--- config.mk ---
export PLATFORM = sky130hd
export DESIGN_NAME = lcr_regs
export DESIGN_NICKNAME = d
export VERILOG_FILES = /design/src/rtl/lcr_pkg.sv /design/src/rtl/lcr_bus.sv /design/src/rtl/lcr_chan.sv /design/src/rtl/lcr_regs.sv
export SDC_FILE = /design/constraint.sdc
export NUM_CORES = 1
export LEC_CHECK = 0
export ABC_CLOCK_PERIOD_IN_PS = 4610
export BUFFER_PORTS_ARGS = -buffer_cell sky130_fd_sc_hd__buf_2
export CORE_ASPECT_RATIO = 1.25
export CORE_MARGIN = 2
export CORE_UTILIZATION = 30
export DETAILED_ROUTE_END_ITERATION = 10
export PLACE_DENSITY = 0.52
export SYNTH_ARGS = -nofsm -noshare
export SYNTH_HDL_FRONTEND = slang
export SYNTH_SLANG_ARGS = --single-unit
--- constraint.sdc ---
create_clock -name CLOCK -period 4.61 [get_ports CLOCK]
set_input_delay 0.2305 -clock CLOCK [delete_from_list [all_inputs] [get_ports CLOCK]]
set_output_delay 0.2305 -clock CLOCK [all_outputs]
set_load 0.005 [all_outputs]
--- src/rtl/lcr_pkg.sv ---
package lcr_pkg;

   // Map geometry
   localparam int           NUM_CHAN      = 14;
   localparam logic [3:0]   CHAN_LAST     = 4'hd;
   localparam logic [3:0]   CHAN_REG0     = 4'h0;
   localparam logic [3:0]   CHAN_REG1     = 4'h1;

   // Global register offsets
   localparam logic [7:0]   ADR_CLK_DATA  = 8'he0;
   localparam logic [7:0]   ADR_GAUGE     = 8'he1;
   localparam logic [7:0]   ADR_EQ_FLAG   = 8'he2;
   localparam logic [7:0]   ADR_SLICER    = 8'he3;
   localparam logic [7:0]   ADR_MCLK_OUT  = 8'he4;
   localparam logic [7:0]   ADR_ERR_SEL   = 8'he5;
   localparam logic [7:0]   ADR_CNT_UPD   = 8'he6;
   localparam logic [7:0]   ADR_SPARE     = 8'he7;
   localparam logic [7:0]   ADR_ERR_CNT   = 8'he8;
   localparam logic [7:0]   ADR_CLK_SRC   = 8'he9;
   localparam logic [7:0]   ADR_IRQ_LO    = 8'hea;
   localparam logic [7:0]   ADR_IRQ_HI    = 8'heb;
   localparam logic [7:0]   ADR_E1_ARB    = 8'hf4;
   localparam logic [7:0]   ADR_DEV_ID    = 8'hfe;
   localparam logic [7:0]   ADR_DEV_REV   = 8'hff;

   // Writable bits of each writable global register and of the two channel registers
   localparam logic [7:0]   MSK_CLK_DATA  = 8'hfb;
   localparam logic [7:0]   MSK_GAUGE     = 8'h37;
   localparam logic [7:0]   MSK_EQ_FLAG   = 8'h7f;
   localparam logic [7:0]   MSK_SLICER    = 8'h0f;
   localparam logic [7:0]   MSK_MCLK_OUT  = 8'hf0;
   localparam logic [7:0]   MSK_ERR_SEL   = 8'hcf;
   localparam logic [7:0]   MSK_CNT_UPD   = 8'h1f;
   localparam logic [7:0]   MSK_CLK_SRC   = 8'h3f;
   localparam logic [7:0]   MSK_E1_ARB    = 8'h01;
   localparam logic [7:0]   MSK_CHAN_REG0 = 8'hbf;
   localparam logic [7:0]   MSK_CHAN_REG1 = 8'hff;

   // Values after reset
   localparam logic [7:0]   RST_BYTE      = 8'h00;

   // Channel register field positions
   localparam int           POS_PRBS      = 7;
   localparam int           POS_RX_ON     = 5;
   localparam int           POS_RX_TERM   = 7;
   localparam int           POS_TX_TERM   = 6;
   localparam int           POS_IMP       = 4;
   localparam int           POS_RX_JA     = 3;
   localparam int           POS_TX_JA     = 2;

   // Equalizer code boundaries
   localparam logic [4:0]   EQ_T1S_LO     = 5'h08;
   localparam logic [4:0]   EQ_T1S_ARB    = 5'h0d;
   localparam logic [4:0]   EQ_T1G_LO     = 5'h0e;
   localparam logic [4:0]   EQ_T1G_ARB    = 5'h13;
   localparam logic [4:0]   EQ_E1S_COAX   = 5'h1c;
   localparam logic [4:0]   EQ_E1S_TP     = 5'h1d;
   localparam logic [4:0]   EQ_E1G_COAX   = 5'h1e;
   localparam logic [4:0]   EQ_E1G_TP     = 5'h1f;

   typedef enum logic [2:0] {
      LM_NONE, LM_T1_SHORT, LM_T1_GAIN, LM_E1_SHORT, LM_E1_GAIN
   } lcr_line_mode_t;

   // Decoded equalizer setting of one channel
   typedef struct packed {
      lcr_line_mode_t mode;
      logic [2:0]     lbo_range;
      logic           arb_pulse;
      logic           hdb3_coding;
      logic           coax_75;
   } lcr_eq_t;

   // Per-channel configuration seen by the line front end
   typedef struct packed {
      logic       prbs_select;
      logic       receiver_power_on;
      logic [4:0] equalizer_code;
      lcr_eq_t    eq;
      logic       rx_termination_select;
      logic       tx_termination_select;
      logic [1:0] line_impedance_select;
      logic       rx_jitter_atten_enable;
      logic       tx_jitter_atten_enable;
   } lcr_chan_cfg_t;

   // Global settings shared by all channels
   typedef struct packed {
      logic [7:0] clock_data_ctrl;
      logic [7:0] rx_gauge_ctrl;
      logic [7:0] eq_flag_threshold;
      logic [7:0] slicer_eq_gain;
      logic [7:0] master_clock_out_sel;
      logic [7:0] error_counter_chan_sel;
      logic [7:0] counter_update_reset;
      logic [7:0] clock_source_select;
      logic       e1_arbitrary_pulse_enable;
   } lcr_glob_cfg_t;

   // Equalizer code to line mode, build-out range and coding
   function automatic lcr_eq_t lcr_eq_decode(input logic [4:0] code);
      lcr_eq_t e;
      e = '0;
      if (code >= EQ_T1S_LO && code <= EQ_T1S_ARB) begin
         e.mode        = LM_T1_SHORT;
         e.lbo_range   = 3'(code - EQ_T1S_LO);
         e.arb_pulse   = (code == EQ_T1S_ARB);
      end else if (code >= EQ_T1G_LO && code <= EQ_T1G_ARB) begin
         e.mode        = LM_T1_GAIN;
         e.lbo_range   = 3'(code - EQ_T1G_LO);
         e.arb_pulse   = (code == EQ_T1G_ARB);
      end else if (code >= EQ_E1S_COAX) begin
         e.mode        = (code <= EQ_E1S_TP) ? LM_E1_SHORT : LM_E1_GAIN;
         e.hdb3_coding = 1'b1;
         e.coax_75     = (code == EQ_E1S_COAX) || (code == EQ_E1G_COAX);
      end
      return e;
   endfunction : lcr_eq_decode

endpackage : lcr_pkg

--- src/rtl/lcr_bus.sv ---
`timescale 1ns/10ps
`default_nettype none

// Strobe handshake: one access per strobe, acknowledged until release
module lcr_bus (
   // Clock and reset
   input  wire logic       clk,
   input  wire logic       rst,
   // Host strobes, active low
   input  wire logic       cs_n,
   input  wire logic       rd_n,
   input  wire logic       wr_n,
   input  wire logic [7:0] addr,
   input  wire logic [7:0] wdata,
   // Access pulses towards the register file
   output logic            rd_p,
   output logic            wr_p,
   output logic [7:0]      addr_o,
   output logic [7:0]      wdata_o,
   output logic            ack,
   output logic            busy
);

   typedef struct packed {
      logic       busy;
      logic       rd_p;
      logic       wr_p;
      logic       ack;
      logic [7:0] addr;
      logic [7:0] wdata;
   } lcr_bus_st_t;

   lcr_bus_st_t s_q;
   lcr_bus_st_t s_d;
   logic        strobe;

   assign strobe = !cs_n && (!rd_n || !wr_n);

   // Pulses last one cycle; a held strobe never repeats an access
   always_comb begin
      s_d      = s_q;
      s_d.rd_p = 1'b0;
      s_d.wr_p = 1'b0;
      if (!s_q.busy && strobe) begin
         s_d.busy  = 1'b1;
         s_d.rd_p  = !rd_n;
         s_d.wr_p  = rd_n;
         s_d.addr  = addr;
         s_d.wdata = wdata;
      end else if (s_q.busy && strobe) begin
         s_d.ack = 1'b1;
      end else if (!strobe) begin
         s_d.busy = 1'b0;
         s_d.ack  = 1'b0;
      end
   end

   // State register
   always_ff @(posedge clk) begin
      if (rst) begin
         s_q <= '0;
      end else begin
         s_q <= s_d;
      end
   end

   assign rd_p    = s_q.rd_p;
   assign wr_p    = s_q.wr_p;
   assign addr_o  = s_q.addr;
   assign wdata_o = s_q.wdata;
   assign ack     = s_q.ack;
   assign busy    = s_q.busy;

endmodule : lcr_bus

`default_nettype wire

--- src/rtl/lcr_chan.sv ---
`timescale 1ns/10ps
`default_nettype none

// One channel's pattern/equalizer and termination/jitter registers
module lcr_chan (
   // Clock and reset
   input  wire logic                   clk,
   input  wire logic                   rst,
   // Write port
   input  wire logic                   wr0,
   input  wire logic                   wr1,
   input  wire logic [7:0]             wdata,
   // Global receiver enable pin
   input  wire logic                   rx_enable,
   // Register contents and decoded setting
   output logic [7:0]                  reg0,
   output logic [7:0]                  reg1,
   output lcr_pkg::lcr_chan_cfg_t      cfg
);

   typedef struct packed {
      logic [7:0]             reg0;
      logic [7:0]             reg1;
      lcr_pkg::lcr_chan_cfg_t cfg;
   } lcr_chan_st_t;

   lcr_chan_st_t s_q;
   lcr_chan_st_t s_d;

   // Writes land first, the decoded setting follows one cycle later
   always_comb begin
      s_d = s_q;
      if (wr0) begin
         s_d.reg0 = wdata & lcr_pkg::MSK_CHAN_REG0;
      end
      if (wr1) begin
         s_d.reg1 = wdata & lcr_pkg::MSK_CHAN_REG1;
      end
      s_d.cfg.prbs_select            = s_q.reg0[lcr_pkg::POS_PRBS];
      s_d.cfg.receiver_power_on      =
         s_q.reg0[lcr_pkg::POS_RX_ON] && rx_enable;
      s_d.cfg.equalizer_code         = s_q.reg0[4:0];
      s_d.cfg.eq                     = lcr_pkg::lcr_eq_decode(s_q.reg0[4:0]);
      s_d.cfg.rx_termination_select  = s_q.reg1[lcr_pkg::POS_RX_TERM];
      s_d.cfg.tx_termination_select  = s_q.reg1[lcr_pkg::POS_TX_TERM];
      s_d.cfg.line_impedance_select  =
         s_q.reg1[lcr_pkg::POS_IMP +: 2];
      s_d.cfg.rx_jitter_atten_enable = s_q.reg1[lcr_pkg::POS_RX_JA];
      s_d.cfg.tx_jitter_atten_enable = s_q.reg1[lcr_pkg::POS_TX_JA];
   end

   // Everything comes up zero: receiver off, high impedance, JA bypassed
   always_ff @(posedge clk) begin
      if (rst) begin
         s_q     <= '0;
         s_q.reg0 <= lcr_pkg::RST_BYTE;
         s_q.reg1 <= lcr_pkg::RST_BYTE;
      end else begin
         s_q <= s_d;
      end
   end

   assign reg0 = s_q.reg0;
   assign reg1 = s_q.reg1;
   assign cfg  = s_q.cfg;

endmodule : lcr_chan

`default_nettype wire

--- src/rtl/lcr_regs.sv ---
`timescale 1ns/10ps
`default_nettype none

module lcr_regs #(
   parameter logic [7:0] DEVICE_ID  = 8'h5a,   // Arbitrary value
   parameter logic [7:0] DEVICE_REV = 8'h01    // Arbitrary value
) (
   // Clock and reset
   input  wire logic                              CLOCK,
   input  wire logic                              RST,
   // Parallel host bus
   input  wire logic                              CS_N,
   input  wire logic                              RD_N,
   input  wire logic                              WR_N,
   input  wire logic [7:0]                        ADDR,
   input  wire logic [7:0]                        DATA_IN,
   output logic      [7:0]                        DATA_OUT,
   output logic                                   DATA_OE,
   output logic                                   RDY_N,
   // Device pins and state from the line side
   input  wire logic                              RX_ENABLE,
   input  wire logic [7:0]                        ERROR_COUNT,
   input  wire logic [lcr_pkg::NUM_CHAN-1:0]      CHAN_EVENT,
   // Configuration towards the line side
   output lcr_pkg::lcr_chan_cfg_t [lcr_pkg::NUM_CHAN-1:0] CHAN_CFG,
   output lcr_pkg::lcr_glob_cfg_t                 GLOB_CFG,
   output logic [lcr_pkg::NUM_CHAN-1:0]           CHAN_IRQ
);

   ////////////////////////////////////////////////////////////////////
   // Bus front end

   logic       rd_p;
   logic       wr_p;
   logic [7:0] a;
   logic [7:0] wd;
   logic       busy;

   lcr_bus u_bus (
      .clk     (CLOCK),
      .rst     (RST),
      .cs_n    (CS_N),
      .rd_n    (RD_N),
      .wr_n    (WR_N),
      .addr    (ADDR),
      .wdata   (DATA_IN),
      .rd_p    (rd_p),
      .wr_p    (wr_p),
      .addr_o  (a),
      .wdata_o (wd),
      .ack     (),
      .busy    (busy)
   );

   ////////////////////////////////////////////////////////////////////
   // Address decode

   // Channel block hit: upper nibble names the channel
   function automatic logic chan_hit(input logic [7:0] ad,
                                     input logic [3:0] ch,
                                     input logic [3:0] rg);
      return (ad[7:4] == ch) && (ad[3:0] == rg);
   endfunction : chan_hit

   logic [lcr_pkg::NUM_CHAN-1:0] ch_wr0;
   logic [lcr_pkg::NUM_CHAN-1:0] ch_wr1;
   logic [7:0]                   ch_reg0 [lcr_pkg::NUM_CHAN];
   logic [7:0]                   ch_reg1 [lcr_pkg::NUM_CHAN];

   ////////////////////////////////////////////////////////////////////
   // Channel register blocks

   for (genvar g = 0; g < lcr_pkg::NUM_CHAN; g++) begin : g_chan
      localparam logic [3:0] CH = 4'(g);
      // Block of channel g sits at g times 16
      assign ch_wr0[g] = wr_p && chan_hit(a, CH, lcr_pkg::CHAN_REG0);
      assign ch_wr1[g] = wr_p && chan_hit(a, CH, lcr_pkg::CHAN_REG1);

      lcr_chan u_chan (
         .clk       (CLOCK),
         .rst       (RST),
         .wr0       (ch_wr0[g]),
         .wr1       (ch_wr1[g]),
         .wdata     (wd),
         .rx_enable (RX_ENABLE),
         .reg0      (ch_reg0[g]),
         .reg1      (ch_reg1[g]),
         .cfg       (CHAN_CFG[g])
      );
   end

   ////////////////////////////////////////////////////////////////////
   // Global registers and read path

   typedef struct packed {
      lcr_pkg::lcr_glob_cfg_t       glob;
      logic [lcr_pkg::NUM_CHAN-1:0] irq;
      logic [7:0]                   rdata;
      logic                         oe;
      logic                         rdy_n;
   } lcr_top_st_t;

   lcr_top_st_t s_q;
   lcr_top_st_t s_d;
   logic [7:0]  rmux;
   logic [7:0]  ch_rd;

   // Channel read: only the first two registers hold state here
   always_comb begin
      ch_rd = 8'h00;
      if (a[7:4] <= lcr_pkg::CHAN_LAST) begin
         if (a[3:0] == lcr_pkg::CHAN_REG0) begin
            ch_rd = ch_reg0[a[7:4]];
         end else if (a[3:0] == lcr_pkg::CHAN_REG1) begin
            ch_rd = ch_reg1[a[7:4]];
         end
      end
   end

   // Read multiplexer; unmapped and test space reads as zero
   always_comb begin
      rmux = 8'h00;
      unique case (a)
         lcr_pkg::ADR_CLK_DATA: rmux = s_q.glob.clock_data_ctrl;
         lcr_pkg::ADR_GAUGE:    rmux = s_q.glob.rx_gauge_ctrl;
         lcr_pkg::ADR_EQ_FLAG:  rmux = s_q.glob.eq_flag_threshold;
         lcr_pkg::ADR_SLICER:   rmux = s_q.glob.slicer_eq_gain;
         lcr_pkg::ADR_MCLK_OUT: rmux = s_q.glob.master_clock_out_sel;
         lcr_pkg::ADR_ERR_SEL:  rmux = s_q.glob.error_counter_chan_sel;
         lcr_pkg::ADR_CNT_UPD:  rmux = s_q.glob.counter_update_reset;
         lcr_pkg::ADR_SPARE:    rmux = 8'h00;
         lcr_pkg::ADR_ERR_CNT:  rmux = ERROR_COUNT;
         lcr_pkg::ADR_CLK_SRC:  rmux = s_q.glob.clock_source_select;
         lcr_pkg::ADR_IRQ_LO:   rmux = s_q.irq[7:0];
         lcr_pkg::ADR_IRQ_HI:   rmux = {2'b00, s_q.irq[13:8]};
         lcr_pkg::ADR_E1_ARB:
            rmux = {7'h00, s_q.glob.e1_arbitrary_pulse_enable};
         lcr_pkg::ADR_DEV_ID:   rmux = DEVICE_ID;
         lcr_pkg::ADR_DEV_REV:  rmux = DEVICE_REV;
         default:               rmux = ch_rd;
      endcase
   end

   // Global writes are masked so reserved bits stay zero
   always_comb begin
      s_d = s_q;
      if (wr_p) begin
         unique case (a)
            lcr_pkg::ADR_CLK_DATA:
               s_d.glob.clock_data_ctrl = wd & lcr_pkg::MSK_CLK_DATA;
            lcr_pkg::ADR_GAUGE:
               s_d.glob.rx_gauge_ctrl = wd & lcr_pkg::MSK_GAUGE;
            lcr_pkg::ADR_EQ_FLAG:
               s_d.glob.eq_flag_threshold = wd & lcr_pkg::MSK_EQ_FLAG;
            lcr_pkg::ADR_SLICER:
               s_d.glob.slicer_eq_gain = wd & lcr_pkg::MSK_SLICER;
            lcr_pkg::ADR_MCLK_OUT:
               s_d.glob.master_clock_out_sel = wd & lcr_pkg::MSK_MCLK_OUT;
            lcr_pkg::ADR_ERR_SEL:
               s_d.glob.error_counter_chan_sel = wd & lcr_pkg::MSK_ERR_SEL;
            lcr_pkg::ADR_CNT_UPD:
               s_d.glob.counter_update_reset = wd & lcr_pkg::MSK_CNT_UPD;
            lcr_pkg::ADR_CLK_SRC:
               s_d.glob.clock_source_select = wd & lcr_pkg::MSK_CLK_SRC;
            lcr_pkg::ADR_E1_ARB:
               s_d.glob.e1_arbitrary_pulse_enable = wd[0];
            default: ;
         endcase
      end

      // Reading a status byte clears it; a new event the same cycle wins
      if (rd_p && a == lcr_pkg::ADR_IRQ_LO) begin
         s_d.irq[7:0] = 8'h00;
      end
      if (rd_p && a == lcr_pkg::ADR_IRQ_HI) begin
         s_d.irq[13:8] = 6'h00;
      end
      s_d.irq = s_d.irq | CHAN_EVENT;

      // Read data captured once, held with the acknowledge
      if (rd_p) begin
         s_d.rdata = rmux;
         s_d.oe    = 1'b1;
      end else if (!busy) begin
         s_d.oe    = 1'b0;
      end
      s_d.rdy_n = !(busy && !rd_p && !wr_p);
   end

   // State register
   always_ff @(posedge CLOCK) begin
      if (RST) begin
         s_q       <= '0;
         s_q.rdy_n <= 1'b1;
      end else begin
         s_q <= s_d;
      end
   end

   ////////////////////////////////////////////////////////////////////
   // Outputs, all from flops

   assign DATA_OUT = s_q.rdata;
   assign DATA_OE  = s_q.oe;
   assign RDY_N    = s_q.rdy_n;
   assign GLOB_CFG = s_q.glob;
   assign CHAN_IRQ = s_q.irq;

endmodule : lcr_regs

`default_nettype wire

==> reports/metrics.cfg <==
[floorplanning]
start_util_pct=30.33
dieArea_um2=80560
ios=441
core_um2=77450
placementRows=114
dieHeight_um=316.8
die_x_um=254.3

[timing]
rsz0062_at_grt=no
maxSlewViolCount=0
slew_headroom_pct=20.64
finalClockSkew_ps=29.51
final.setup.tns_ps=0
min_period_over_period_pct=72.09
hold_viol_final=0
tightest_slew_ps=1190
setup_violations=0
fmax_mhz=300.9
fin_crit_ps=3323
hold_slack_ps=65.14

[synthesis]
synth-main-ff-cell=dfxtp_1
syn-cell-area_um2=23490
synth_cell_types=77
yosysWarnings=0
synthArstFlopShare_pct=0
synthTopCellsByCount=dfxtp_1, nor2_1, nand2_1, a21oi_1, nor2b_1
synth-edff-count=0
synth_top_area_cell=dfxtp_1
yosysTopAreaCellShare_pct=51.65
yosysMostFrequentCell=dfxtp_1
syn_inst=2391
synthTopCellsByArea=dfxtp_1, mux2i_1, nor2b_1, nor2_1, a21oi_1
postSynthAreaPerCell_um2=9.824
yosysSeqAreaShare_pct=51.65
synth-seq-cells=606

[final_layout]
drive_gt1_share_pct=22.98
nets=2852
regArea_um2=12150
multi_input_area_um2=10260
nFillCells=7863
fin_cells=3860
antenna_cells=0
syn2layout_area_growth_pct=22.28
final_area_um2=28720

[routing]
avgRoutedWirePerCell_um=21.99
first_pass_iters=5
vias=19269
drtAntennaViolNets=0
via_per_inst=4.992
wl_um=84890
drt_iter0_drc=1402
drc=0

[global_routing]
grt_usage_pct=20.38
grt_remaining_overflow=0
grt_max_degree=180
grt_pass1_wl_um=123400
antenna_found_initial=1
use_met1_pct=24.44
grt.met3_usage_pct=4.199
grt_pass1_vias=19198
met2_usage_pct=35.94
grt_most_used_layer=met2

[power_and_ir_drop]
power_mw=11.00
combPwrFrac_pct=3.6
power_switching_mw=2.566
p_sw_share_pct=23.31
p_per_area_nw_per_um2=383.2
internal_power_mw=8.439
pwr-share-seq_pct=48.4
clkPwrFrac_pct=47.9
p_leak_nw=12.47
vdd_drop_max_mv=0.2896

[setup_path]
cp_slowest_stage_delay_ps=940
crit_slowest_cell=dfxtp_1
path_buf_inv=0
reg2reg_to=g_chan[6].u_chan.reg1[6]
critical_path_depth=5
start_kind=flop
r2r_cells=5
cp-end-kind=flop
regToRegSetupSlack_ps=1290
path_cells=nor4b_4 > and4_1 > nand2_1 > nor2_1 > o22a_1
crit_arrival_ps=3920
required_ps=5210
setup.worst_path.start=u_bus.addr_o[0]
critPathMaxFanout=23
crit_path_end=g_chan[6].u_chan.reg1[6]
regToRegStartpoint=u_bus.addr_o[0]
crit_family=simple AND/OR/NAND/NOR gates
crit_type=flop to flop

[cts]
numCtsBuffers=61
h-tree-depth=2
path_clk_slew_ps=70
cts_sinks=606
clk_latency_ps=650
cts_buffer_depth=3
cts_root_buf=clkbuf_16
post-cts-setup-buffer-count=0
cts-resized-gates=0
cts_tree=done
cts_hold_buffers=33

[placement]
placed_area_um2=26260
place_congestion=0.8949
hpwl_um=60890
dp.cells=3714
io_buffers=420

[outcome]
status=finished, final reports clean

[worst_hold_path]
hp-class=input port to flop
whs_path_depth=2

[job]
drv_cap=0

==> kinds of logic (layout without fill, tap and decap cells) <==
| logic type | Yosys count | count (layout) | synth area share [%] |
|---|---|---|---|
| DFF | 606 | 606 | 51.65 |
| other | 1 | 20 | 0.01597 |
| and+or+nand+nor | 895 | 895 | 19.59 |
| buffers and inverters | 249 | 655 | 5.076 |
| adders and majority gates | 42 | 42 | 2.237 |
| AOI/OAI and AO/OA | 399 | 399 | 11.47 |
| muxes | 199 | 199 | 9.961 |
==> flip-flops by register name, indices dropped and copies added (netlist names) <==
| name | cells |
|---|---|
| CHAN_IRQ | 14 |
| DATA_OE | 1 |
| DATA_OUT | 8 |
| GLOB_CFG | 45 |
| RDY_N | 1 |
| g_chan.u_chan.cfg | 308 |
| g_chan.u_chan.reg0 | 98 |
| g_chan.u_chan.reg1 | 112 |
| u_bus.addr_o | 8 |
| u_bus.busy | 1 |
| u_bus.rd_p | 1 |
| u_bus.wdata_o | 8 |
| u_bus.wr_p | 1 |
==> how the worst min path moves through the flow <==
stage / slack [ps] / start / endpoint
after floorplan: 310 / RD_N / u_bus.rd_p
after global routing: 50 / RST / g_chan[10].u_chan.reg0[4]
after CTS: 30 / RST / g_chan[9].u_chan.cfg[16]
final: 70 / RST / g_chan[11].u_chan.reg0[0]
after global placement: 430 / CHAN_EVENT[10] / CHAN_IRQ[10]
after detailed placement: 440 / CHAN_EVENT[11] / CHAN_IRQ[11]
==> worst register-to-register path, cell delays in order (launching register included) <==
cell     delay (ps)
dfxtp_1         940
nor4b_4         770
and4_1          600
nand2_1         340
nor2_1          410
o22a_1          210
==> layout by cell type, fill, tap and decap left out, drive strengths merged, types with 23 or more instances in the layout <==
cell | synthesis | layout
dfxtp | 606 | 606
buf | 93 | 440
nor2 | 255 | 255
nand2 | 179 | 179
a21oi | 159 | 159
nor2b | 150 | 150
mux2i | 149 | 149
nand3 | 141 | 141
clkbuf | 87 | 83
o22a | 78 | 78
inv | 68 | 71
ha | 42 | 42
a22oi | 34 | 34
dlygate4sd3 | 0 | 33
mux2 | 25 | 25
mux4 | 25 | 25
nor3 | 23 | 23
==> per-stage QoR <==
stage          util [%]  worst slack, ps
2_1_floorplan         -             2836
3_3_place_gp      33.91             1504
3_5_place_dp      33.91             1394
4_1_cts           37.08             1349
5_1_grt           37.08             1087
6_report          37.08             1287
==> power groups by stage <==
stage                     combinational [mW]  clock, mW  sequential, mW
after floorplan                        0.281          0            5.39
after CTS                              0.394       5.41            5.33
after global placement                 0.370          0            5.45
after global routing                   0.424       5.62            5.33
final                                  0.398       5.28            5.33
after detailed placement               0.373          0            5.45
==> metal layers <==
layer | wire length [um] | vias up | part of all wire, %
met2 | 42600 | 671 | 50
li1 | - | 8997 | -
met4 | 2814 | 0 | 3.3
met1 | 34020 | 9444 | 40
met5 | 0 | - | 0
met3 | 5450 | 157 | 6.4
==> final cells by class <==
class	count	area share, %
flip-flops and latches	606	42.30
multi-input cells	1555	35.72
repair buffers	473	9.113
clock buffers	83	6.095
well taps	1044	4.548
clock inverters	30	1.324
inverters	69	0.9018
No activity file was read; power rests on OpenSTA's default activity.
